[src/charger_done_params.svh]
// constants for the charger done-state control block
`ifndef CHARGER_DONE_PARAMS_SVH
`define CHARGER_DONE_PARAMS_SVH
`define TMR_CFG_ADDR 8'h8A
`define TMR_CFG_RESET 8'h0A
`define TMR_CFG_WMASK 8'hBF
`define PRE_BIT 7
`define EOC_LSB 3
`define FCT_LSB 0
`define STATE_CODE_EOC 8'h03
`define STATE_CODE_DONE 8'h04
`define STATE_CODE_CC 8'h02
`define STATE_CODE_WDOG 8'h05
`define CLK_HZ 100000000
`define EOC_STEP_MIN 10
`define FCT_STEP_HOUR 2
`define EOC_DEBOUNCE_S 16
`define SEC_CYCLES_DEF 100000000
`define DB_CYCLES_DEF 1600000000
`define CHG_DEFAULT_MA 10'd100
`define CHG_ZERO_MA 10'd0
`define STATE_CODE_OFF 8'h00
`define SEC_PER_MIN 60
`define SEC_PER_HOUR 3600
`endif

[src/charger_done_pkg.sv]
// types for the charger done-state control block
package charger_done_pkg;
    typedef enum logic [2:0] {
        ST_OFF = 3'b000,
        ST_CC = 3'b001,
        ST_EOC = 3'b010,
        ST_DONE = 3'b011,
        ST_WDOG = 3'b100,
        ST_SUPPL = 3'b101
    } chg_state_e;
    typedef struct packed {
        logic sys_below_batt;
        logic batt_below_restart;
        logic input_over_limit;
        logic input_volt_low;
        logic supply_present;
        logic batt_low;
    } cmp_s;
    typedef struct packed {
        logic we;
        logic re;
        logic [7:0] addr;
        logic [7:0] wdata;
    } reg_req_s;
endpackage : charger_done_pkg

[src/charger_done_state_control.sv]
// charger end-of-charge, done, supplement and input limit control
//
// Contract
// - eoc code 0 debounce 16 s, else 10-70 min
// - timer config register 0x8A, reset 0x0A
// - eoc lasts selected time then done
// - done debounced: irq, clear ok, code 04
// - done exits to cc below restart
// - done exits to watchdog suspend on expiry
// - done: zero current, isolation switch closed
// - done to cc: current steps immediately
// - rail below battery: suspend, supplement mode
// - rail above battery: resume in cc
// - low battery: regulate rail to selection
// - supply appears: enable regulator, 100 mA; the code charges at cc_current_ma instead
// - over input limit: reduce charge current
// - sense amp on only with supply good
// - input voltage low: irq, reduce current
// - fast timer code 0 off, else 2-14 h
// - eoc debounced: irq, set ok, code 03
`timescale 1ns/1ps
`include "charger_done_params.svh"
module charger_done_state_control #(
    parameter logic [31:0] SEC_CYCLES = `SEC_CYCLES_DEF,
    parameter logic [31:0] DB_CYCLES = `DB_CYCLES_DEF
) (
    // clock and reset
    input wire logic clk,
    input wire logic sys_rst,
    // register port
    input wire charger_done_pkg::reg_req_s reg_req,
    output logic [7:0] reg_rdata,
    // analog comparators, raw, then supply good, requests and settings
    input wire charger_done_pkg::cmp_s cmp_raw,
    input wire logic internal_supply_good,
    input wire logic eoc_entry_req,
    input wire logic watchdog_expired,
    input wire logic otp_charge_on,
    input wire logic [1:0] rail_target_sel,
    input wire logic [9:0] cc_current_ma,
    // control outputs
    output logic charger_irq,
    output logic charge_ok_flag,
    output logic [7:0] charger_state_code,
    output logic [9:0] charge_current_ma,
    output logic battery_isolation_switch,
    output logic supplement_mode,
    output logic linear_reg_en,
    output logic sense_amp_en,
    output logic [1:0] rail_target,
    output logic rail_reg_en,
    output logic current_reduce,
    output logic fast_timer_fault
);
    import charger_done_pkg::*;

    // ****************************************
    // register and synchronisers
    // ****************************************
    logic [7:0] timer_cfg_r;
    cmp_s sync1_r;
    cmp_s sync2_r;
    logic vlow_prev_r;
    wire sel_cfg = (reg_req.addr == `TMR_CFG_ADDR);
    wire [2:0] eoc_timer_sel = timer_cfg_r[`EOC_LSB +: 3];
    wire [2:0] fast_charge_timer_sel = timer_cfg_r[`FCT_LSB +: 3];
    wire precharge_timer_sel = timer_cfg_r[`PRE_BIT];

    always_ff @(posedge clk or posedge sys_rst) begin
        if (sys_rst) begin
            timer_cfg_r <= `TMR_CFG_RESET;
        end else if (reg_req.we && sel_cfg) begin
            timer_cfg_r <= reg_req.wdata & `TMR_CFG_WMASK;
        end
    end

    always_ff @(posedge clk or posedge sys_rst) begin
        if (sys_rst) begin
            sync1_r <= '0;
            sync2_r <= '0;
            vlow_prev_r <= 1'b0;
        end else begin
            sync1_r <= cmp_raw;
            sync2_r <= sync1_r;
            // edge history from the settled stage only
            vlow_prev_r <= sync2_r.input_volt_low;
        end
    end

    always_ff @(posedge clk or posedge sys_rst) begin
        if (sys_rst) begin
            reg_rdata <= 8'h00;
        end else if (reg_req.re) begin
            reg_rdata <= sel_cfg ? timer_cfg_r : 8'h00;
        end
    end

    // ****************************************
    // timebase
    // ****************************************
    // one second tick clocks the eoc and fast timer counters, which count seconds
    logic [31:0] presc_r;
    logic [31:0] sec_r;
    logic [31:0] db_r;
    logic [31:0] fct_r;
    wire tick = (presc_r == SEC_CYCLES - 32'h1);

    // eoc duration in seconds; code 0 is the debounce only
    function automatic logic [31:0] eoc_secs(input logic [2:0] code);
        if (code == 3'h0) begin
            eoc_secs = 32'(`EOC_DEBOUNCE_S);
        end else begin
            eoc_secs = 32'(code) * 32'(`EOC_STEP_MIN) *
                32'(`SEC_PER_MIN);
        end
    endfunction : eoc_secs

    function automatic logic [31:0] fct_secs(input logic [2:0] code);
        fct_secs = 32'(code) * 32'(`FCT_STEP_HOUR) *
            32'(`SEC_PER_HOUR);
    endfunction : fct_secs

    // status code reported for a state
    function automatic logic [7:0] status_code(input chg_state_e s);
        case (s)
            ST_CC: begin
                status_code = `STATE_CODE_CC;
            end
            ST_EOC: begin
                status_code = `STATE_CODE_EOC;
            end
            ST_DONE: begin
                status_code = `STATE_CODE_DONE;
            end
            ST_WDOG: begin
                status_code = `STATE_CODE_WDOG;
            end
            default: begin
                status_code = `STATE_CODE_OFF;
            end
        endcase
    endfunction : status_code

    // ****************************************
    // state machine
    // ****************************************
    chg_state_e state_r;
    chg_state_e state_nxt;
    logic flag_done_r;

    wire supply_on = sync2_r.supply_present;
    wire eoc_elapsed = (sec_r >= eoc_secs(eoc_timer_sel));
    wire db_elapsed = (db_r >= DB_CYCLES - 32'h1);
    wire fct_on = (fast_charge_timer_sel != 3'h0);
    wire fct_expired = fct_on && (fct_r >= fct_secs(fast_charge_timer_sel));
    wire charging = (state_r == ST_CC) || (state_r == ST_EOC);
    wire state_change = (state_nxt != state_r);
    // prescaler restarts on entry, so state timers land on the tick
    wire presc_clr = tick || state_change;

    always_comb begin
        state_nxt = state_r;
        case (state_r)
            ST_OFF: begin
                if (supply_on && otp_charge_on) begin
                    state_nxt = ST_CC;
                end
            end
            ST_CC: begin
                if (eoc_entry_req) begin
                    state_nxt = ST_EOC;
                end
            end
            ST_EOC: begin
                if (watchdog_expired) begin
                    state_nxt = ST_WDOG;
                end else if (sync2_r.batt_below_restart) begin
                    state_nxt = ST_CC;
                end else if (eoc_elapsed) begin
                    state_nxt = ST_DONE;
                end
            end
            ST_DONE: begin
                if (watchdog_expired) begin
                    state_nxt = ST_WDOG;
                end else if (sync2_r.batt_below_restart) begin
                    state_nxt = ST_CC;
                end
            end
            ST_SUPPL: begin
                if (!sync2_r.sys_below_batt) begin
                    state_nxt = ST_CC;
                end
            end
            ST_WDOG: begin
                state_nxt = ST_WDOG;
            end
            default: begin
                state_nxt = ST_OFF;
            end
        endcase
        if (charging && sync2_r.sys_below_batt) begin
            state_nxt = ST_SUPPL;
        end
        if (!supply_on) begin
            state_nxt = ST_OFF;
        end
    end

    always_ff @(posedge clk or posedge sys_rst) begin
        if (sys_rst) begin
            state_r <= ST_OFF;
            presc_r <= 32'h0;
            sec_r <= 32'h0;
            db_r <= 32'h0;
            fct_r <= 32'h0;
            flag_done_r <= 1'b0;
        end else begin
            state_r <= state_nxt;
            presc_r <= presc_clr ? 32'h0 : presc_r + 32'h1;
            if (state_change) begin
                sec_r <= 32'h0;
                db_r <= 32'h0;
                flag_done_r <= 1'b0;
            end else begin
                if (tick) begin
                    sec_r <= sec_r + 32'h1;
                end
                if (!db_elapsed) begin
                    db_r <= db_r + 32'h1;
                end else begin
                    flag_done_r <= 1'b1;
                end
            end
            if (state_r != ST_CC) begin
                fct_r <= 32'h0;
            end else if (tick) begin
                fct_r <= fct_r + 32'h1;
            end
        end
    end

    // ****************************************
    // outputs
    // ****************************************
    wire db_event = db_elapsed && !flag_done_r;
    wire eoc_event = db_event && (state_r == ST_EOC);
    wire done_event = db_event && (state_r == ST_DONE) &&
        (state_nxt == ST_DONE);
    // one pulse per drop, not a level, so irq stays a strobe
    wire vlow_event = sync2_r.input_volt_low && !vlow_prev_r &&
        charging;
    // these states report on entry, in step with the drive outputs
    wire code_follows = (state_nxt == ST_CC) || (state_nxt == ST_WDOG) ||
        (state_nxt == ST_OFF);
    wire reduce = sync2_r.input_over_limit || sync2_r.input_volt_low;
    // cc target is taken whole, no ramp toward it
    wire [9:0] cc_target = supply_on ? cc_current_ma : `CHG_ZERO_MA;
    wire [9:0] reduced = {1'b0, cc_target[9:1]};
    wire [9:0] cur_nxt = (state_nxt == ST_DONE) ? `CHG_ZERO_MA :
        (state_nxt == ST_SUPPL || state_nxt == ST_OFF) ? `CHG_ZERO_MA :
        (state_nxt == ST_EOC || state_nxt == ST_CC) ?
        (reduce ? reduced : cc_target) : `CHG_ZERO_MA;

    // status: irq strobe, charge-ok and state code
    always_ff @(posedge clk or posedge sys_rst) begin
        if (sys_rst) begin
            charger_irq <= 1'b0;
            charge_ok_flag <= 1'b0;
            charger_state_code <= `STATE_CODE_OFF;
        end else begin
            charger_irq <= eoc_event || done_event || vlow_event;
            if (eoc_event) begin
                charge_ok_flag <= 1'b1;
                charger_state_code <= status_code(ST_EOC);
            end else if (done_event) begin
                charge_ok_flag <= 1'b0;
                charger_state_code <= status_code(ST_DONE);
            end else if (code_follows) begin
                charger_state_code <= status_code(state_nxt);
            end
        end
    end

    // drive outputs; current, isolation and supplement from the next state so they move together
    always_ff @(posedge clk or posedge sys_rst) begin
        if (sys_rst) begin
            charge_current_ma <= `CHG_ZERO_MA;
            battery_isolation_switch <= 1'b0;
            supplement_mode <= 1'b0;
            linear_reg_en <= 1'b0;
            sense_amp_en <= 1'b0;
            rail_target <= 2'b00;
            rail_reg_en <= 1'b0;
            current_reduce <= 1'b0;
            fast_timer_fault <= 1'b0;
        end else begin
            charge_current_ma <= cur_nxt;
            battery_isolation_switch <= (state_nxt == ST_DONE) ||
                (state_nxt == ST_SUPPL);
            supplement_mode <= (state_nxt == ST_SUPPL);
            linear_reg_en <= supply_on;
            sense_amp_en <= internal_supply_good && supply_on;
            rail_target <= rail_target_sel;
            rail_reg_en <= supply_on && sync2_r.batt_low;
            current_reduce <= reduce && charging;
            fast_timer_fault <= fct_expired && !precharge_timer_sel ?
                1'b1 : fct_expired;
        end
    end
endmodule : charger_done_state_control

[config.mk]
export PLATFORM = sky130hd
export DESIGN_NAME = charger_done_state_control
export DESIGN_NICKNAME = d
export VERILOG_FILES = /design/src/charger_done_pkg.sv /design/src/charger_done_state_control.sv
export VERILOG_INCLUDE_DIRS = /design/src
export SDC_FILE = /design/constraint.sdc
export NUM_CORES = 1
export LEC_CHECK = 0
export ABC_AREA = 0
export BUFFER_PORTS_ARGS = -buffer_cell sky130_fd_sc_hd__buf_4
export CORE_MARGIN = 4
export CORE_UTILIZATION = 25
export DETAILED_ROUTE_END_ITERATION = 7
export HOLD_SLACK_MARGIN = 0.08
export PLACE_DENSITY = 0.52
export SETUP_SLACK_MARGIN = 0.2
export SKIP_LAST_GASP = 1
export SYNTH_ARGS = -nofsm -noshare
export SYNTH_HDL_FRONTEND = slang
export SYNTH_SLANG_ARGS = --single-unit
[constraint.sdc]
create_clock -name clk -period 5.5 [get_ports clk]
set_input_delay 0.55 -clock clk [delete_from_list [all_inputs] [get_ports clk]]
set_output_delay 0.55 -clock clk [all_outputs]
set_load 0.01 [all_outputs]
Yosys cells after proc, flatten, opt, wreduce, memory -nomap -nowiden
Index checks and enable logic that the tools add are counted.

Input bits: 42. Word-level logic and storage cells: 128. Register bits after elaboration: 189. Output and inout bits: 37.

Add/subtract/negate cells: 4. Multiplexer cells: 34. Reductions and logical operators: 36. Multipliers: 3. $lt $le $gt $ge: 3. Eq/ne operators: 15.

Operators with widths (number): two-way mux 32 bit (7); adder 32 x 1 -> 32 bit (second input constant) (4); two-way mux 10 bit (5); equality test 32 x 27 -> 1 bit (second input constant) (1); >= comparator 32 x 16 -> 1 bit (1); >= comparator 32 x 31 -> 1 bit (second input constant) (1); >= comparator 32 bit (1); two-way mux 8 bit (4); two-way mux 3 bit (10); case mux 3 bit (6 select lines) (1); logical AND 1 bit (14); two-way mux 13 bit (1); equality test 3 x 2 -> 1 bit (second input constant) (4); equality test 3 bit (second input constant) (4); case mux 3 bit (4 select lines) (1); multiplier 3 x 8 -> 11 bit (second input constant) (1); logical OR 1 bit (10); multiplier 6 x 4 -> 10 bit (second input constant) (1); zero test 3 bit (3); equality test 8 bit (second input constant) (1); nonzero test 2 bit (4); equality test 3 x 1 -> 1 bit (second input constant) (2); multiplier 3 x 3 -> 6 bit (second input constant) (1); nonzero test 3 bit (2); 5 further kinds (11).

Depth between registers and ports, before layout
Word-level depth: 16. Depth in mapped cells: 24. Mapped depth without buffers: 22.

Least setup slack after synthesis
No wires, ideal clock.

Kind: reg2reg. From: register timer_cfg_r[3]. To: register presc_r[19]. Required time: 5379 ps. Setup time: 121 ps. Clock period less this slack: 4805 ps. Cell stages (with the launch flop): 25. Path slack: 695 ps. Arrival time: 4683 ps. Buffers on the path: 2. Cells stage by stage: dfstp_2 -> ha_1 -> nand2_1 -> ha_1 -> xor2_1 -> xnor2_1 -> fa_1 -> inv_1 -> ha_1 -> inv_1 -> o21bai_1 -> a21o_1 -> a21oi_1 -> xnor2_1 -> nand2_1 -> ha_1 -> nand2_1 -> nor2_1 -> o2111ai_1 -> o211ai_1 -> a21oi_1 -> o31ai_2 -> buf_2 -> buf_2 -> nor2_1.

Cells in the longest elaborated chain, start to end: 13. Elaborated cells between the ends (all ways): 14. Those cells by class: mul: 2; order compare: 1; eq/ne: 1; mux: 8; reduce/logical: 2.

RTL lines: start, declared (RTL line charger_done_state_control.sv:60) `logic [7:0] timer_cfg_r;`; start signal, assigned (RTL line charger_done_state_control.sv:71) `` timer_cfg_r <= `TMR_CFG_RESET; ``; start signal, assigned (RTL line charger_done_state_control.sv:73) `` timer_cfg_r <= reg_req.wdata & `TMR_CFG_WMASK; ``; multiplier 3 x 3 -> 6 bit (RTL line charger_done_state_control.sv:113) `` eoc_secs = 32'(code) * 32'(`EOC_STEP_MIN) * ``; multiplier 6 x 4 -> 10 bit (RTL line charger_done_state_control.sv:113); two-way mux 13 bit * (RTL line charger_done_state_control.sv:110) `if (code == 3'h0) begin`; >= comparator 32 bit * (RTL line charger_done_state_control.sv:152) `wire eoc_elapsed = (sec_r >= eoc_secs(eoc_timer_sel));`; two-way mux 3 bit * (RTL line charger_done_state_control.sv:179) `end else if (eoc_elapsed) begin`; two-way mux 3 bit * (RTL line charger_done_state_control.sv:177) `end else if (sync2_r.batt_below_restart) begin`; two-way mux 3 bit * (RTL line charger_done_state_control.sv:175) `if (watchdog_expired) begin`; case mux 3 bit (6 select lines) * (RTL line charger_done_state_control.sv:163) `case (state_r)`; two-way mux 3 bit * (RTL line charger_done_state_control.sv:202) `if (charging && sync2_r.sys_below_batt) begin`; two-way mux 3 bit * (RTL line charger_done_state_control.sv:205) `if (!supply_on) begin`; != test 3 bit * (RTL line charger_done_state_control.sv:157) `wire state_change = (state_nxt != state_r);`; logical OR 1 bit * (RTL line charger_done_state_control.sv:159) `wire presc_clr = tick || state_change;`; two-way mux 32 bit * (RTL line charger_done_state_control.sv:220) `presc_r <= presc_clr ? 32'h0 : presc_r + 32'h1;`; end signal, assigned (RTL line charger_done_state_control.sv:220); end, declared (RTL line charger_done_state_control.sv:102) `logic [31:0] presc_r;`.

Every way passes the cells marked *; elsewhere a longest branch is shown, timed or not. A chain may end at the register's enable or synchronous reset.

Final worst setup path
From: register timer_cfg_r[3]. To: register charger_irq.

Cells in the longest elaborated chain, start to end: 14. Elaborated cells between the ends (all ways): 15. Those cells by class: mul: 2; order compare: 1; eq/ne: 1; mux: 7; reduce/logical: 4.

RTL lines: multiplier 3 x 3 -> 6 bit (RTL line charger_done_state_control.sv:113); multiplier 6 x 4 -> 10 bit (RTL line charger_done_state_control.sv:113); two-way mux 13 bit * (RTL line charger_done_state_control.sv:110); >= comparator 32 bit * (RTL line charger_done_state_control.sv:152); two-way mux 3 bit * (RTL line charger_done_state_control.sv:179); two-way mux 3 bit * (RTL line charger_done_state_control.sv:177); two-way mux 3 bit * (RTL line charger_done_state_control.sv:175); case mux 3 bit (6 select lines) * (RTL line charger_done_state_control.sv:163); two-way mux 3 bit * (RTL line charger_done_state_control.sv:202); two-way mux 3 bit * (RTL line charger_done_state_control.sv:205); equality test 3 x 2 -> 1 bit * (RTL line charger_done_state_control.sv:249) `(state_nxt == ST_DONE);`; logical AND 1 bit * (RTL line charger_done_state_control.sv:248) `wire done_event = db_event && (state_r == ST_DONE) &&`; logical OR 1 bit * (2 in series) (RTL line charger_done_state_control.sv:272) `charger_irq <= eoc_event || done_event || vlow_event;`; end signal, assigned (RTL line charger_done_state_control.sv:272); end, declared (RTL line charger_done_state_control.sv:42) `output logic charger_irq,`.

Marked as above.

==> impl_metrics.tcl <==
set metrics [dict create \
    htree_levels 4 \
    port_buffers 71 \
    n_antenna_cell 0 \
    place_ws_ns 0.0591 \
    ys_seq_area_share_pct 47.0 \
    worstSetupStartpointType "register" \
    netlist_top_cells_count "dfrtp_1 (181), nor2_1 (141), nand2_1 (97)" \
    peakVddDrop_v 0.000229 \
    synth_cell_types 65 \
    hp-class "input port to register" \
    post-route-drc-count 0 \
    crit_path_max_fanout 5 \
    cts_tree "built" \
    die_area_um2 42200 \
    period_minus_slack_ns 5.08 \
    die_h_um 205 \
    wl_per_cell_um 12.9 \
    final_layout_size_suffix_gt1_share_pct 16.0 \
    finalClockSkew_ns 0.0129 \
    worst_slew_pin_slew_ns 1.03 \
    synth_edf_count 0 \
    cts.sinks 183 \
    rows 72 \
    drtPass1Iterations 5 \
    fin_nets 1187 \
    vias 7172 \
    p_leak_nw 5.29 \
    power_density_nw_per_um2 260 \
    ff_latch_area_um2 4580 \
    synth_cells 1012 \
    grt_antenna_before_repair 0 \
    numCtsBuffers 17 \
    wl_mm 21.0 \
    grt_pass1_vias 7126 \
    fin_crit_sh_pct 92.3 \
    status "complete, no violations" \
    ys.flop_type "dfrtp_1" \
    clockBufferDepth 2 \
    synth_top_area_cell "dfrtp_1" \
    async_flop_share_pct 100 \
    multi_input_area_um2 5020 \
    grt_pass1_wl_mm 35.5 \
    cp.required_ns 5.84 \
    area_growth_syn_to_layout_pct 21.5 \
    setup_tns_ns 0 \
    setup_viol 0 \
    synth.ff_latch_count 183 \
    critPathKind "register to register" \
    clk_pin_slew_ns 0.08 \
    die_w_um 205 \
    overflow 0 \
    rsz0062_at_grt "false" \
    whs_ns 0.214 \
    fmax_mhz 197 \
    slew_viol_final 0 \
    io-pin-count 79 \
    gr-usage-all-layers_pct 10.2 \
    crit_arrival_ns 5.42 \
    gp_congestion 0.759 \
    viasPerCell 4.42 \
    ant_nets 0 \
    dpl.hpwl_mm 14.3 \
    end_kind "register" \
    syn_avg_cell_area_um2 9.63 \
    num-fill-cells 4046 \
    worst_slack_ns 0.422 \
    drt_iter0_markers 287 \
    cap_violations 0 \
    core_um2 38600 \
    maxSlewHeadroom_pct 31.4 \
    synth_area_um2 9750 \
    hold_viol_final 0 \
    synth_top_cells_by_area "dfrtp_1 (46%), xor2_1 (6.7%), ha_1 (6.0%), nor2_1 (5.4%), xnor2_1 (4.9%)" \
    yosysMostFrequentCell "dfrtp_1" \
    ys_warn_count 0 \
    synth_top_area_share_pct 46.5 \
    grt_max_degree 181 \
    root_buffer "clkbuf_16" \
    clkLatencyLatePin_ns 0.44 \
    start_util_pct 25.3 \
]
metrics by stage:
step                instances  total power, mW  cell area [um^2]  utilization (%)
detailed placement       1584             1.87             11000             28.4
global route             1624             3.25             11800             30.7
floorplan                1017             1.70              9770                -
CTS                      1619             3.10             11600             30.1
finish                   1624             3.08             11800             30.7
global placement         1584             1.86             11000             28.4
worst paths after layout:
kind | start | to | slack (ns) | cells past startpoint
worst max-delay path | timer_cfg_r[3] | charger_irq | 0.42 | 25
worst min-delay path | rail_target_sel[0] | rail_target[0] | 0.21 | 1
worst max register to register | timer_cfg_r[3] | charger_irq | 0.42 | 25
worst min register to register | sync1_r[4] | sync2_r[4] | 0.35 | 0
max in group asynchronous | sys_rst | timer_cfg_r[0] | 3.75 | 4
min in group asynchronous | sys_rst | charge_current_ma[7] | 0.56 | 3
cells in the final DEF (no fill, tap or decap), types with 3 or more instances in the layout:
cell type / n
nor2b_1: 4
xnor2_1: 53
buf_12: 5
clkinv_4: 3
ha_4: 5
inv_8: 4
clkinvlp_4: 4
a21o_1: 10
a31oi_1: 3
and4_1: 12
o21ai_0: 13
nand3_1: 43
ha_1: 42
o22ai_1: 9
and2_1: 8
nor3_2: 7
nor3b_1: 4
or4_1: 5
mux2_2: 9
inv_6: 3
nand2_1: 96
conb_1: 6
dfrtp_1: 181
fa_1: 5
nand4_1: 39
or3_1: 6
o21bai_1: 3
a21oi_1: 38
nor3_1: 27
xor2_1: 73
inv_1: 49
clkbuf_16: 18
buf_4: 88
nor2_1: 140
and3_1: 18
nor4_1: 8
nand2b_1: 3
what timing repair did:
action | CTS | global route
gates cloned | 0 | 1
endpoints found under the hold margin | 3 | 0
setup endpoints to repair | 78 | 112
buffers inserted | 2 | 4
resized for setup | 4 | 30
pin swaps | 2 | 11
hold buffers | 1 | 0
layer usage:
| metal | share of wire [%] | vias to the layer above | GRT usage [%] |
|---|---|---|---|
| li1 | - | 3603 | - |
| met4 | 1.0 | 0 | 2.54 |
| met1 | 50 | 3469 | 14.0 |
| met2 | 45 | 88 | 16.2 |
| met3 | 3.8 | 12 | 2.38 |
| met5 | 0 | - | 0 |
report_power, final:
| group | switching (mW) | internal, mW |
|---|---|---|
| clock network | 0.586 | 0.601 |
| logic | 0.259 | 0.202 |
| registers | 0.0429 | 1.39 |
final cells by class:
| type | instances | area share, % |
|---|---|---|
| clock inverter | 14 | 1.15 |
| sequential | 183 | 38.7 |
| clock buffer | 18 | 3.62 |
| multi-input combinational | 743 | 42.4 |
| timing repair buffer | 97 | 7.05 |
| tap | 518 | 5.47 |
| inverter | 51 | 1.65 |
registers in the layout, indices dropped and copies added, names as in the netlist, 2 cells and up:
name and count:
charger_state_code 3, fct_r 32, db_r 32, presc_r 32, sync2_r 5, reg_rdata 7, sync1_r 6, rail_target 2
sec_r 32, state_r 3, timer_cfg_r 7, charge_current_ma 10
cell families after synthesis:
family,share of synthesized area (%)
simple gates,22.5
buf+inv,3.84
other cells,0.0385
mux,1.14
xor+xnor,11.6
fa+ha+maj,7.06
compound gates,6.80
flops,47.0
critical path: stages, from the launching register on:
cell,delay [ns]
dfstp_2,0.57
ha_4,0.16
nand2_2,0.07
ha_4,0.27
xor2_4,0.16
xnor2_2,0.15
fa_1,0.50
inv_1,0.07
ha_4,0.27
inv_2,0.03
o21bai_1,0.14
a21oi_2,0.09
buf_4,0.13
buf_4,0.12
xnor2_1,0.13
nand2_1,0.08
ha_1,0.28
nand2_1,0.07
nor2_2,0.09
o2111ai_2,0.09
o211ai_1,0.45
a21oi_1,0.13
buf_4,0.18
buf_12,0.13
or3_4,0.37
a311oi_2,0.26
Power figures use the tool's default switching activity.
